==> src/spbcr_pkg.sv <==
package spbcr_pkg;
    // ------------------------------------------------------------
    // register indices (byte address is four times the index)
    // ------------------------------------------------------------
    localparam logic [7:0] IDX_IRQ_PIN = 8'h3D;
    localparam logic [7:0] IDX_BRIDGE_CTL = 8'h3E;
    localparam logic [7:0] IDX_CAP_HDR = 8'h40;
    localparam logic [7:0] IDX_UNLOCK = 8'h50;
    localparam logic [7:0] IDX_STATUS = 8'h51;
    // ------------------------------------------------------------
    // bridge control field positions and write mask
    // ------------------------------------------------------------
    localparam int BC_POISON = 0;
    localparam int BC_ERR_FWD = 1;
    localparam int BC_ISA = 2;
    localparam int BC_VGA = 3;
    localparam int BC_VGA_WIDE = 4;
    localparam int BC_SBR = 6;
    localparam logic [15:0] BC_WMASK = 16'h005F;
    localparam logic [15:0] BC_RST = 16'h0000;
    localparam logic [7:0] IRQ_PIN_RST = 8'h00;
    // ------------------------------------------------------------
    // capability header values
    // ------------------------------------------------------------
    localparam logic [7:0] CAP_ID = 8'h10;
    localparam logic [7:0] NXT_PTR_RST = 8'hC0;
    localparam logic [3:0] VER_RST_1P1 = 4'h1;
    localparam logic [3:0] VER_RST_OTHER = 4'h2;
    localparam logic [3:0] TYPE_UP = 4'h5;
    localparam logic [3:0] TYPE_DN = 4'h6;
    localparam logic TCS_RST = 1'b1;
    localparam logic TCS_RST_1P1 = 1'b0;
    // ------------------------------------------------------------
    // I/O routing constants
    // ------------------------------------------------------------
    localparam logic [31:0] ISA_TOP = 32'h0001_0000;
    localparam logic [9:0] VGA_A_LO = 10'h3B0;
    localparam logic [9:0] VGA_A_HI = 10'h3BB;
    localparam logic [9:0] VGA_B_LO = 10'h3C0;
    localparam logic [9:0] VGA_B_HI = 10'h3DF;
    // ------------------------------------------------------------
    // bus handshake states
    // ------------------------------------------------------------
    typedef enum logic [1:0] {
        ST_IDLE = 2'b01,
        ST_ACK = 2'b10
    } spbcr_bus_e;
endpackage

==> src/spbcr_regs.sv <==
// Chosen here: the Avalon-MM interface to the registers.
module spbcr_regs
    import spbcr_pkg::*;
(
    // clock and reset
    input wire logic core_clk,
    input wire logic rst_n,
    // avalon-mm slave
    input wire logic [9:0] avs_address,
    input wire logic avs_read,
    input wire logic avs_write,
    input wire logic [31:0] avs_writedata,
    input wire logic [3:0] avs_byteenable,
    output logic [31:0] avs_readdata,
    output logic avs_waitrequest,
    // straps
    input wire logic strap_upstream,
    input wire logic strap_mode_1p1,
    // error and poison events from the secondary side
    input wire logic sec_poison_seen,
    input wire logic sec_err_msg,
    input wire logic cmd_err_report_en,
    input wire logic devctl_err_report_en,
    output logic poison_report,
    output logic err_forward,
    // i/o routing request
    input wire logic io_valid,
    input wire logic [31:0] io_addr,
    input wire logic [31:0] io_base,
    input wire logic [31:0] io_limit,
    output logic io_route_down,
    output logic io_route_up,
    // legacy interrupt and bus reset
    input wire logic intx_request,
    output logic [3:0] intx_assert,
    output logic upstream_sbr,
    output logic downstream_sbr
);
    // ------------------------------------------------------------
    // helpers
    // ------------------------------------------------------------
    // byte-lane merge of a write into a word
    function automatic logic [31:0] lane_merge(
        input logic [31:0] old_w,
        input logic [31:0] wd,
        input logic [3:0] be
    );
        logic [31:0] r;
        r = old_w;
        for (int i = 0; i < 4; i++)
        begin
            if (be[i])
            begin
                r[i*8 +: 8] = wd[i*8 +: 8];
            end
        end
        return r;
    endfunction

    // vga compatible i/o address; narrow mode aliases every 1 KB
    function automatic logic vga_hit(
        input logic [31:0] a,
        input logic wide
    );
        logic in_a;
        logic in_b;
        in_a = (a[9:0] >= VGA_A_LO) && (a[9:0] <= VGA_A_HI);
        in_b = (a[9:0] >= VGA_B_LO) && (a[9:0] <= VGA_B_HI);
        return (in_a || in_b) && (!wide || (a[31:10] == 22'h0));
    endfunction

    // ------------------------------------------------------------
    // state
    // ------------------------------------------------------------
    spbcr_bus_e st_q; // handshake state
    logic wait_q; // waitrequest flop
    logic [31:0] rdata_q; // read data held for the ack edge
    logic [7:0] irq_pin_q; // legacy pin select
    logic [15:0] bctl_q; // bridge control
    logic [7:0] nxt_ptr_q; // next capability pointer
    logic [3:0] ver_q; // capability version
    logic slot_q; // slot implemented
    logic tcs_q; // traffic class routing support
    logic unlock_q; // opens lockable fields
    logic init_q; // straps captured
    logic port_up_q; // captured upstream strap
    logic mode_1p1_q; // captured 1.1 mode strap
    logic poison_q;
    logic errfwd_q;
    logic down_q;
    logic up_q;
    logic [3:0] intx_q;
    logic usbr_q;
    logic dsbr_q;

    // ------------------------------------------------------------
    // address decode and write data
    // ------------------------------------------------------------
    wire logic [7:0] idx = avs_address[9:2];
    wire logic sel_pin = (idx == IDX_IRQ_PIN);
    wire logic sel_bctl = (idx == IDX_BRIDGE_CTL);
    wire logic sel_cap = (idx == IDX_CAP_HDR);
    wire logic sel_unl = (idx == IDX_UNLOCK);
    wire logic sel_sts = (idx == IDX_STATUS);
    // writes land only on the edge that sees waitrequest low
    wire logic wr_fire = (st_q == ST_ACK) && avs_write;
    // read data is only captured once the straps are known
    wire logic rd_start = (st_q == ST_IDLE) && avs_read && init_q;
    wire logic [3:0] type_w = port_up_q ? TYPE_UP : TYPE_DN;

    // register images as software sees them
    wire logic [31:0] pin_word = {24'h0, irq_pin_q};
    wire logic [31:0] bctl_word = {16'h0, bctl_q};
    // message number always zero, top bit reserved
    wire logic [31:0] cap_word = {1'b0, tcs_q, 5'h00, slot_q,
        type_w, ver_q, nxt_ptr_q, CAP_ID};
    wire logic [31:0] unl_word = {31'h0, unlock_q};
    wire logic [31:0] sts_word = {28'h0, dsbr_q, usbr_q,
        mode_1p1_q, port_up_q};

    // read mux; unmapped words read zero
    wire logic [31:0] rd_word =
        sel_pin ? pin_word :
        sel_bctl ? bctl_word :
        sel_cap ? cap_word :
        sel_unl ? unl_word :
        sel_sts ? sts_word : 32'h0;

    wire logic [31:0] pin_m = lane_merge(pin_word, avs_writedata,
        avs_byteenable);
    wire logic [31:0] bctl_m = lane_merge(bctl_word, avs_writedata,
        avs_byteenable);
    wire logic [31:0] cap_m = lane_merge(cap_word, avs_writedata,
        avs_byteenable);
    wire logic [31:0] unl_m = lane_merge(unl_word, avs_writedata,
        avs_byteenable);
    wire logic [15:0] bctl_d = bctl_m[15:0] & BC_WMASK;
    // lockable fields take writes only while unlocked
    wire logic cap_wr = wr_fire && sel_cap && unlock_q;

    // ------------------------------------------------------------
    // bus handshake: one wait cycle, then one ack cycle
    // ------------------------------------------------------------
    // waitrequest idles high so no request completes by accident
    always_ff @(posedge core_clk or negedge rst_n)
    begin
        if (!rst_n)
        begin
            st_q <= ST_IDLE;
            wait_q <= 1'b1;
        end
        else
        begin
            unique case (st_q)
                ST_IDLE:
                begin
                    // requests wait until the straps are captured, so the
                    // port type and version never read their reset values
                    if ((avs_read || avs_write) && init_q)
                    begin
                        st_q <= ST_ACK;
                        wait_q <= 1'b0;
                    end
                end
                ST_ACK:
                begin
                    st_q <= ST_IDLE;
                    wait_q <= 1'b1;
                end
            endcase
        end
    end

    // read data sampled one cycle early so it stands at the ack edge
    always_ff @(posedge core_clk or negedge rst_n)
    begin
        if (!rst_n)
        begin
            rdata_q <= 32'h0;
        end
        else if (rd_start)
        begin
            rdata_q <= rd_word;
        end
    end

    // ------------------------------------------------------------
    // plain read/write registers
    // ------------------------------------------------------------
    always_ff @(posedge core_clk or negedge rst_n)
    begin
        if (!rst_n)
        begin
            irq_pin_q <= IRQ_PIN_RST;
            bctl_q <= BC_RST;
            unlock_q <= 1'b0;
        end
        else if (wr_fire)
        begin
            // codes above four are stored but drive no line
            if (sel_pin)
            begin
                irq_pin_q <= pin_m[7:0];
            end
            if (sel_bctl)
            begin
                bctl_q <= bctl_d;
            end
            if (sel_unl)
            begin
                unlock_q <= unl_m[0];
            end
        end
    end

    // ------------------------------------------------------------
    // strap capture and lockable capability fields
    // ------------------------------------------------------------
    // straps are caught on the first edge after reset release,
    // since an async reset may only load constants
    always_ff @(posedge core_clk or negedge rst_n)
    begin
        if (!rst_n)
        begin
            init_q <= 1'b0;
            port_up_q <= 1'b0;
            mode_1p1_q <= 1'b0;
            nxt_ptr_q <= NXT_PTR_RST;
            ver_q <= VER_RST_1P1;
            slot_q <= 1'b0;
            tcs_q <= TCS_RST;
        end
        else if (!init_q)
        begin
            init_q <= 1'b1;
            port_up_q <= strap_upstream;
            mode_1p1_q <= strap_mode_1p1;
            ver_q <= strap_mode_1p1 ? VER_RST_1P1 : VER_RST_OTHER;
            tcs_q <= strap_mode_1p1 ? TCS_RST_1P1 : TCS_RST;
        end
        else if (cap_wr)
        begin
            nxt_ptr_q <= cap_m[15:8];
            ver_q <= cap_m[19:16];
            slot_q <= cap_m[24];
            tcs_q <= cap_m[30];
        end
    end

    // ------------------------------------------------------------
    // routing and event logic
    // ------------------------------------------------------------
    wire logic in_rng = (io_addr >= io_base) && (io_addr <= io_limit);
    // isa: top 768 bytes of each 1 KB block below 64 KB go up
    wire logic isa_up = bctl_q[BC_ISA] && in_rng &&
        (io_addr < ISA_TOP) && (io_addr[9:8] != 2'b00);
    // width bit is only consulted through a set vga enable
    wire logic vga_fwd = bctl_q[BC_VGA] &&
        vga_hit(io_addr, bctl_q[BC_VGA_WIDE]);
    wire logic go_down = io_valid && (vga_fwd || (in_rng && !isa_up));
    wire logic go_up = io_valid && !go_down;
    wire logic err_en = cmd_err_report_en || devctl_err_report_en;
    wire logic [3:0] intx_d =
        !intx_request ? 4'h0 :
        (irq_pin_q == 8'h01) ? 4'h1 :
        (irq_pin_q == 8'h02) ? 4'h2 :
        (irq_pin_q == 8'h03) ? 4'h4 :
        (irq_pin_q == 8'h04) ? 4'h8 : 4'h0;

    // registered outputs, one cycle behind their cause
    always_ff @(posedge core_clk or negedge rst_n)
    begin
        if (!rst_n)
        begin
            poison_q <= 1'b0;
            errfwd_q <= 1'b0;
            down_q <= 1'b0;
            up_q <= 1'b0;
            intx_q <= 4'h0;
            usbr_q <= 1'b0;
            dsbr_q <= 1'b0;
        end
        else
        begin
            poison_q <= sec_poison_seen && bctl_q[BC_POISON];
            errfwd_q <= sec_err_msg && bctl_q[BC_ERR_FWD] && err_en;
            down_q <= go_down;
            up_q <= go_up;
            intx_q <= intx_d;
            usbr_q <= bctl_q[BC_SBR] && port_up_q;
            dsbr_q <= bctl_q[BC_SBR] && !port_up_q;
        end
    end

    // ------------------------------------------------------------
    // outputs
    // ------------------------------------------------------------
    assign avs_readdata = rdata_q;
    assign avs_waitrequest = wait_q;
    assign poison_report = poison_q;
    assign err_forward = errfwd_q;
    assign io_route_down = down_q;
    assign io_route_up = up_q;
    assign intx_assert = intx_q;
    assign upstream_sbr = usbr_q;
    assign downstream_sbr = dsbr_q;

    // ------------------------------------------------------------
    // checks
    // ------------------------------------------------------------
    wire logic rd_ack = (st_q == ST_ACK) && avs_read;

    AST_CAP_ID: assert property (@(posedge core_clk) disable iff (!rst_n)
        rd_ack && sel_cap |-> avs_readdata[7:0] == CAP_ID)
        else $error("capability id wrong");

    AST_PORT_TYPE: assert property (@(posedge core_clk)
        disable iff (!rst_n)
        rd_ack && sel_cap && init_q |->
        avs_readdata[23:20] == (port_up_q ? 4'h5 : 4'h6))
        else $error("port type wrong");

    AST_MSG_NUM: assert property (@(posedge core_clk)
        disable iff (!rst_n)
        rd_ack && sel_cap |-> avs_readdata[29:25] == 5'h00 &&
        !avs_readdata[31])
        else $error("message number not zero");

    AST_BCTL_RSV: assert property (@(posedge core_clk)
        disable iff (!rst_n)
        wr_fire && sel_bctl |=> bctl_q[15:7] == 9'h000 && !bctl_q[5])
        else $error("reserved control bit set");

    AST_LOCKED: assert property (@(posedge core_clk)
        disable iff (!rst_n)
        init_q && !unlock_q && wr_fire && sel_cap |=>
        $stable(nxt_ptr_q) && $stable(ver_q) && $stable(tcs_q))
        else $error("locked field changed");

    // the strap-dependent defaults must load on the capture edge
    AST_STRAP_RST: assert property (@(posedge core_clk)
        disable iff (!rst_n)
        !init_q |=> ver_q == ($past(strap_mode_1p1) ? VER_RST_1P1 :
        VER_RST_OTHER) && tcs_q == ($past(strap_mode_1p1) ? TCS_RST_1P1 :
        TCS_RST))
        else $error("strap defaults not loaded");

    AST_POISON: assert property (@(posedge core_clk)
        disable iff (!rst_n)
        sec_poison_seen |=> poison_report == $past(bctl_q[BC_POISON]))
        else $error("poison report wrong");

    AST_ERR_GATE: assert property (@(posedge core_clk)
        disable iff (!rst_n)
        !cmd_err_report_en && !devctl_err_report_en |=> !err_forward)
        else $error("error forwarded while reporting off");

    AST_INTA: assert property (@(posedge core_clk)
        disable iff (!rst_n)
        intx_request && irq_pin_q == 8'h01 |=> intx_assert == 4'h1)
        else $error("INTA not signalled");

    AST_ISA_UP: assert property (@(posedge core_clk)
        disable iff (!rst_n)
        io_valid && bctl_q[BC_ISA] && !bctl_q[BC_VGA] && in_rng &&
        io_addr < ISA_TOP && io_addr[9:8] != 2'b00 |=>
        io_route_up && !io_route_down)
        else $error("isa address not sent upstream");

    AST_SBR: assert property (@(posedge core_clk)
        disable iff (!rst_n)
        bctl_q[BC_SBR] && init_q |=> upstream_sbr != downstream_sbr)
        else $error("bus reset not driven");

    AST_HANDSHAKE: assert property (@(posedge core_clk)
        disable iff (!rst_n)
        !avs_waitrequest |=> avs_waitrequest)
        else $error("waitrequest low twice");
endmodule

==> config.mk <==
export PLATFORM = sky130hd
export DESIGN_NAME = spbcr_regs
export DESIGN_NICKNAME = d
export VERILOG_FILES = /design/src/spbcr_pkg.sv /design/src/spbcr_regs.sv
export SDC_FILE = /design/constraint.sdc
export NUM_CORES = 1
export LEC_CHECK = 0
export BUFFER_PORTS_ARGS = -buffer_cell sky130_fd_sc_hd__buf_2
export CORE_MARGIN = 10
export CORE_UTILIZATION = 44
export DETAILED_ROUTE_END_ITERATION = 6
export GPL_TIMING_DRIVEN = 0
export PLACE_DENSITY = 0.78
export SETUP_SLACK_MARGIN = 0.15
export SYNTH_ARGS = -nofsm -noshare
export SYNTH_HDL_FRONTEND = slang
export SYNTH_SLANG_ARGS = --single-unit
==> constraint.sdc <==
create_clock -name core_clk -period 1.6 [get_ports core_clk]
set_input_delay 0 -clock core_clk [delete_from_list [all_inputs] [get_ports core_clk]]
set_output_delay 0 -clock core_clk [all_outputs]
set_load 0.01 [all_outputs]
==> flow_summary.ini <==
[yosys]
yosysTopAreaCell = dfrtp_1
synth_top_area_share = 0.348
synth-main-ff-cell = dfrtp_1
syn_inst = 488
syn-cell-area_um2 = 4600
synth_seq_cells = 69
synth_async_sr_flop_share = 1.00
yosysUniqueCellTypes = 48
yosys_warnings = 0
yosysSeqAreaShare = 0.377
syn_area_per_cell_um2 = 9.42
synth.area.top_cells = dfrtp_1 (35%), ha_1 (17%), inv_1 (5.4%)
synth_edf_count = 0

[cells_and_area]
seqCellArea_um2 = 1730
layout-drive-gt1-share = 0.492
layout_common_cells = buf_2 (169), dfrtp_1 (64), inv_1 (57), ha_1 (51), dlygate4sd3_1 (32)
layout_commonest_cell = buf_2
fin_cells = 879
areaGrowthSynthToFinish_pct = 57.0
multiInputGateArea_um2 = 3190
final_area_um2 = 7220
fill_cells = 718
nNetsFinal = 955

[detailed_routing]
drt_iter0_drc = 309
route.vias.total = 4745
wl_per_cell_um = 19.0
wirelength_um = 16700
drc = 0
drtPass1Iterations = 7
ant_nets = 0
via_per_inst = 5.40

[pwr]
vdd_drop_max_mv = 0.664
power_density_nw_per_um2 = 648
total_leakage_power_nw = 3.77
p_total_w = 0.00467

[timing]
relSlewSlack = 0.419
setup_viol = 13
finalCriticalPeriod_ps = 1670
fin_ws_ps = -72.6
fmax_mhz = 598
slew_violations = 0
finClkSkew_ps = 15.0
finalHoldViolCount = 0
worst_pin_slew_ps = 872
rsz0062_at_grt = yes
min_period_over_period = 1.05

[placement]
hpwl_um = 11700
io_buffers = 177
dp.cells = 807
place_congestion = 0.911
place_area_um2 = 5790
place_ws_ps = -265

[clock_tree]
htreeDepth = 3
cts_buffer_depth = 2
insertion_delay_ps = 360
clk_pin_slew_ps = 80
root_buffer = clkbuf_8
cts_buffers = 9
cts_sinks = 69
cts_tree = yes

[worst_setup_path]
endpoint_kind = flip-flop
critPathKind = reg -> reg
path_max_fanout = 6
worst-r2r-setup-slack_ps = -70
startpoint_type = flip-flop
worst_ep_arrival_time_ps = 1890
crit_required_ps = 1820

[floorplanning]
die_h_um = 122
start_util = 0.449
core-area_um2 = 10200
die_w_um = 122
io-pin-count = 197
rows = 37
dieArea_um2 = 14900

[grt]
grt_usage = 0.198
grt_remaining_overflow = 0
grt_pass1_wl_um = 24100
antenna_found_initial = 1
grt_max_degree = 70
grt_pass1_vias = 4951

[outcome]
status = finished, violations left
violations = setup timing

[hold_path]
hp-class = in -> reg

[job]
drv_cap = 0
where the power goes:
| group | switching (W) | internal, W |
|---|---|---|
| registers | 0.0000866 | 0.00183 |
| logic | 0.000712 | 0.000746 |
| clock network | 0.000737 | 0.000567 |
| total | 0.00154 | 0.00314 |
worst paths after layout:
path | startpoint | end | depth (start not counted)
max | st_q[1] | ver_q[1] | 7
max reg2reg | st_q[1] | ver_q[1] | 7
min | avs_address[3] | avs_readdata[7] | 4
min reg2reg | tcs_q | avs_readdata[30] | 2
max in group asynchronous | rst_n | ver_q[1] | 2
min in group asynchronous | rst_n | avs_readdata[11] | 2
sequential cells by signal, summed over array words and instances (netlist names), 2 cells and up:
signal,count
nxt_ptr_q,8
intx_assert,4
st_q,2
avs_readdata,25
bctl_q,6
irq_pin_q,8
ver_q,4
critical path, cell delays in order (launching register included):
cell	delay (ps)
dfrtp_1	410
inv_2	70
nor3b_4	310
buf_4	180
nand4_1	110
buf_6	170
mux2i_1	180
a21oi_1	90
synth_stat cells, types with 3 or more instances:
master / count
mux2_4: 6
or3_1: 3
nand3_1: 12
o21ai_0: 30
nor2_1: 14
nor2b_1: 6
and3_1: 3
nand2_1: 61
dfrtp_1: 64
clkbuf_1: 8
a21oi_1: 29
ha_1: 64
o31ai_1: 3
buf_4: 8
nor3_1: 5
nor4_1: 10
dfstp_2: 5
mux2i_1: 6
mux2_2: 20
nor4b_1: 3
inv_1: 66
a221oi_1: 4
a222oi_1: 3
nand4_1: 18
a21o_1: 5
area by class of cell:
| type | instances | share of cell area |
|---|---|---|
| Antenna cell | 1 | 0.000347 |
| Buffer | 17 | 0.0248 |
| Clock buffer | 9 | 0.0172 |
| Clock inverter | 7 | 0.00676 |
| Inverter | 66 | 0.0364 |
| Multi-Input combinational cell | 342 | 0.442 |
| Sequential cell | 69 | 0.240 |
| Tap cell | 136 | 0.0236 |
| Timing Repair Buffer | 232 | 0.209 |
stage by stage:
| stage | util | hold slack, ps | setup TNS (ps) |
|---|---|---|---|
| 2_1_floorplan | - | -296 | 0 |
| 3_3_place_gp | 0.565 | 219 | -2230 |
| 3_5_place_dp | 0.565 | 170 | -4890 |
| 4_1_cts | 0.639 | 13.9 | 0 |
| 5_1_grt | 0.705 | 43.3 | -2540 |
| 6_report | 0.705 | 20.3 | -541 |
routing by layer:
layer / routed length (µm) / vias up / GRT usage
met5: 0 / - / 0
met4: 506 / 0 / 0.0758
met3: 1270 / 47 / 0.0555
met2: 8760 / 209 / 0.359
met1: 6150 / 2273 / 0.213
li1: - / 2216 / -
kinds of logic (layout without fill, tap and decap cells):
group	Yosys count	after routing	synth area share
compound gates	87	87	0.115
fa+ha+maj	64	64	0.174
buf+inv	83	331	0.0760
flops	69	69	0.377
mux	32	32	0.0817
other cells	2	9	0.00163
simple gates	151	151	0.174
what timing repair did:
action / 4_1_cts / 5_1_grt
resized for setup: 51 / 135
cloned: 2 / 3
setup buffers: 7 / 11
pin swaps: 13 / 48
hold buffers: 32 / 0
endpoints found under the setup margin: 54 / 60
hold endpoints to repair: 103 / 0
(Power assumes the default switching activity.)
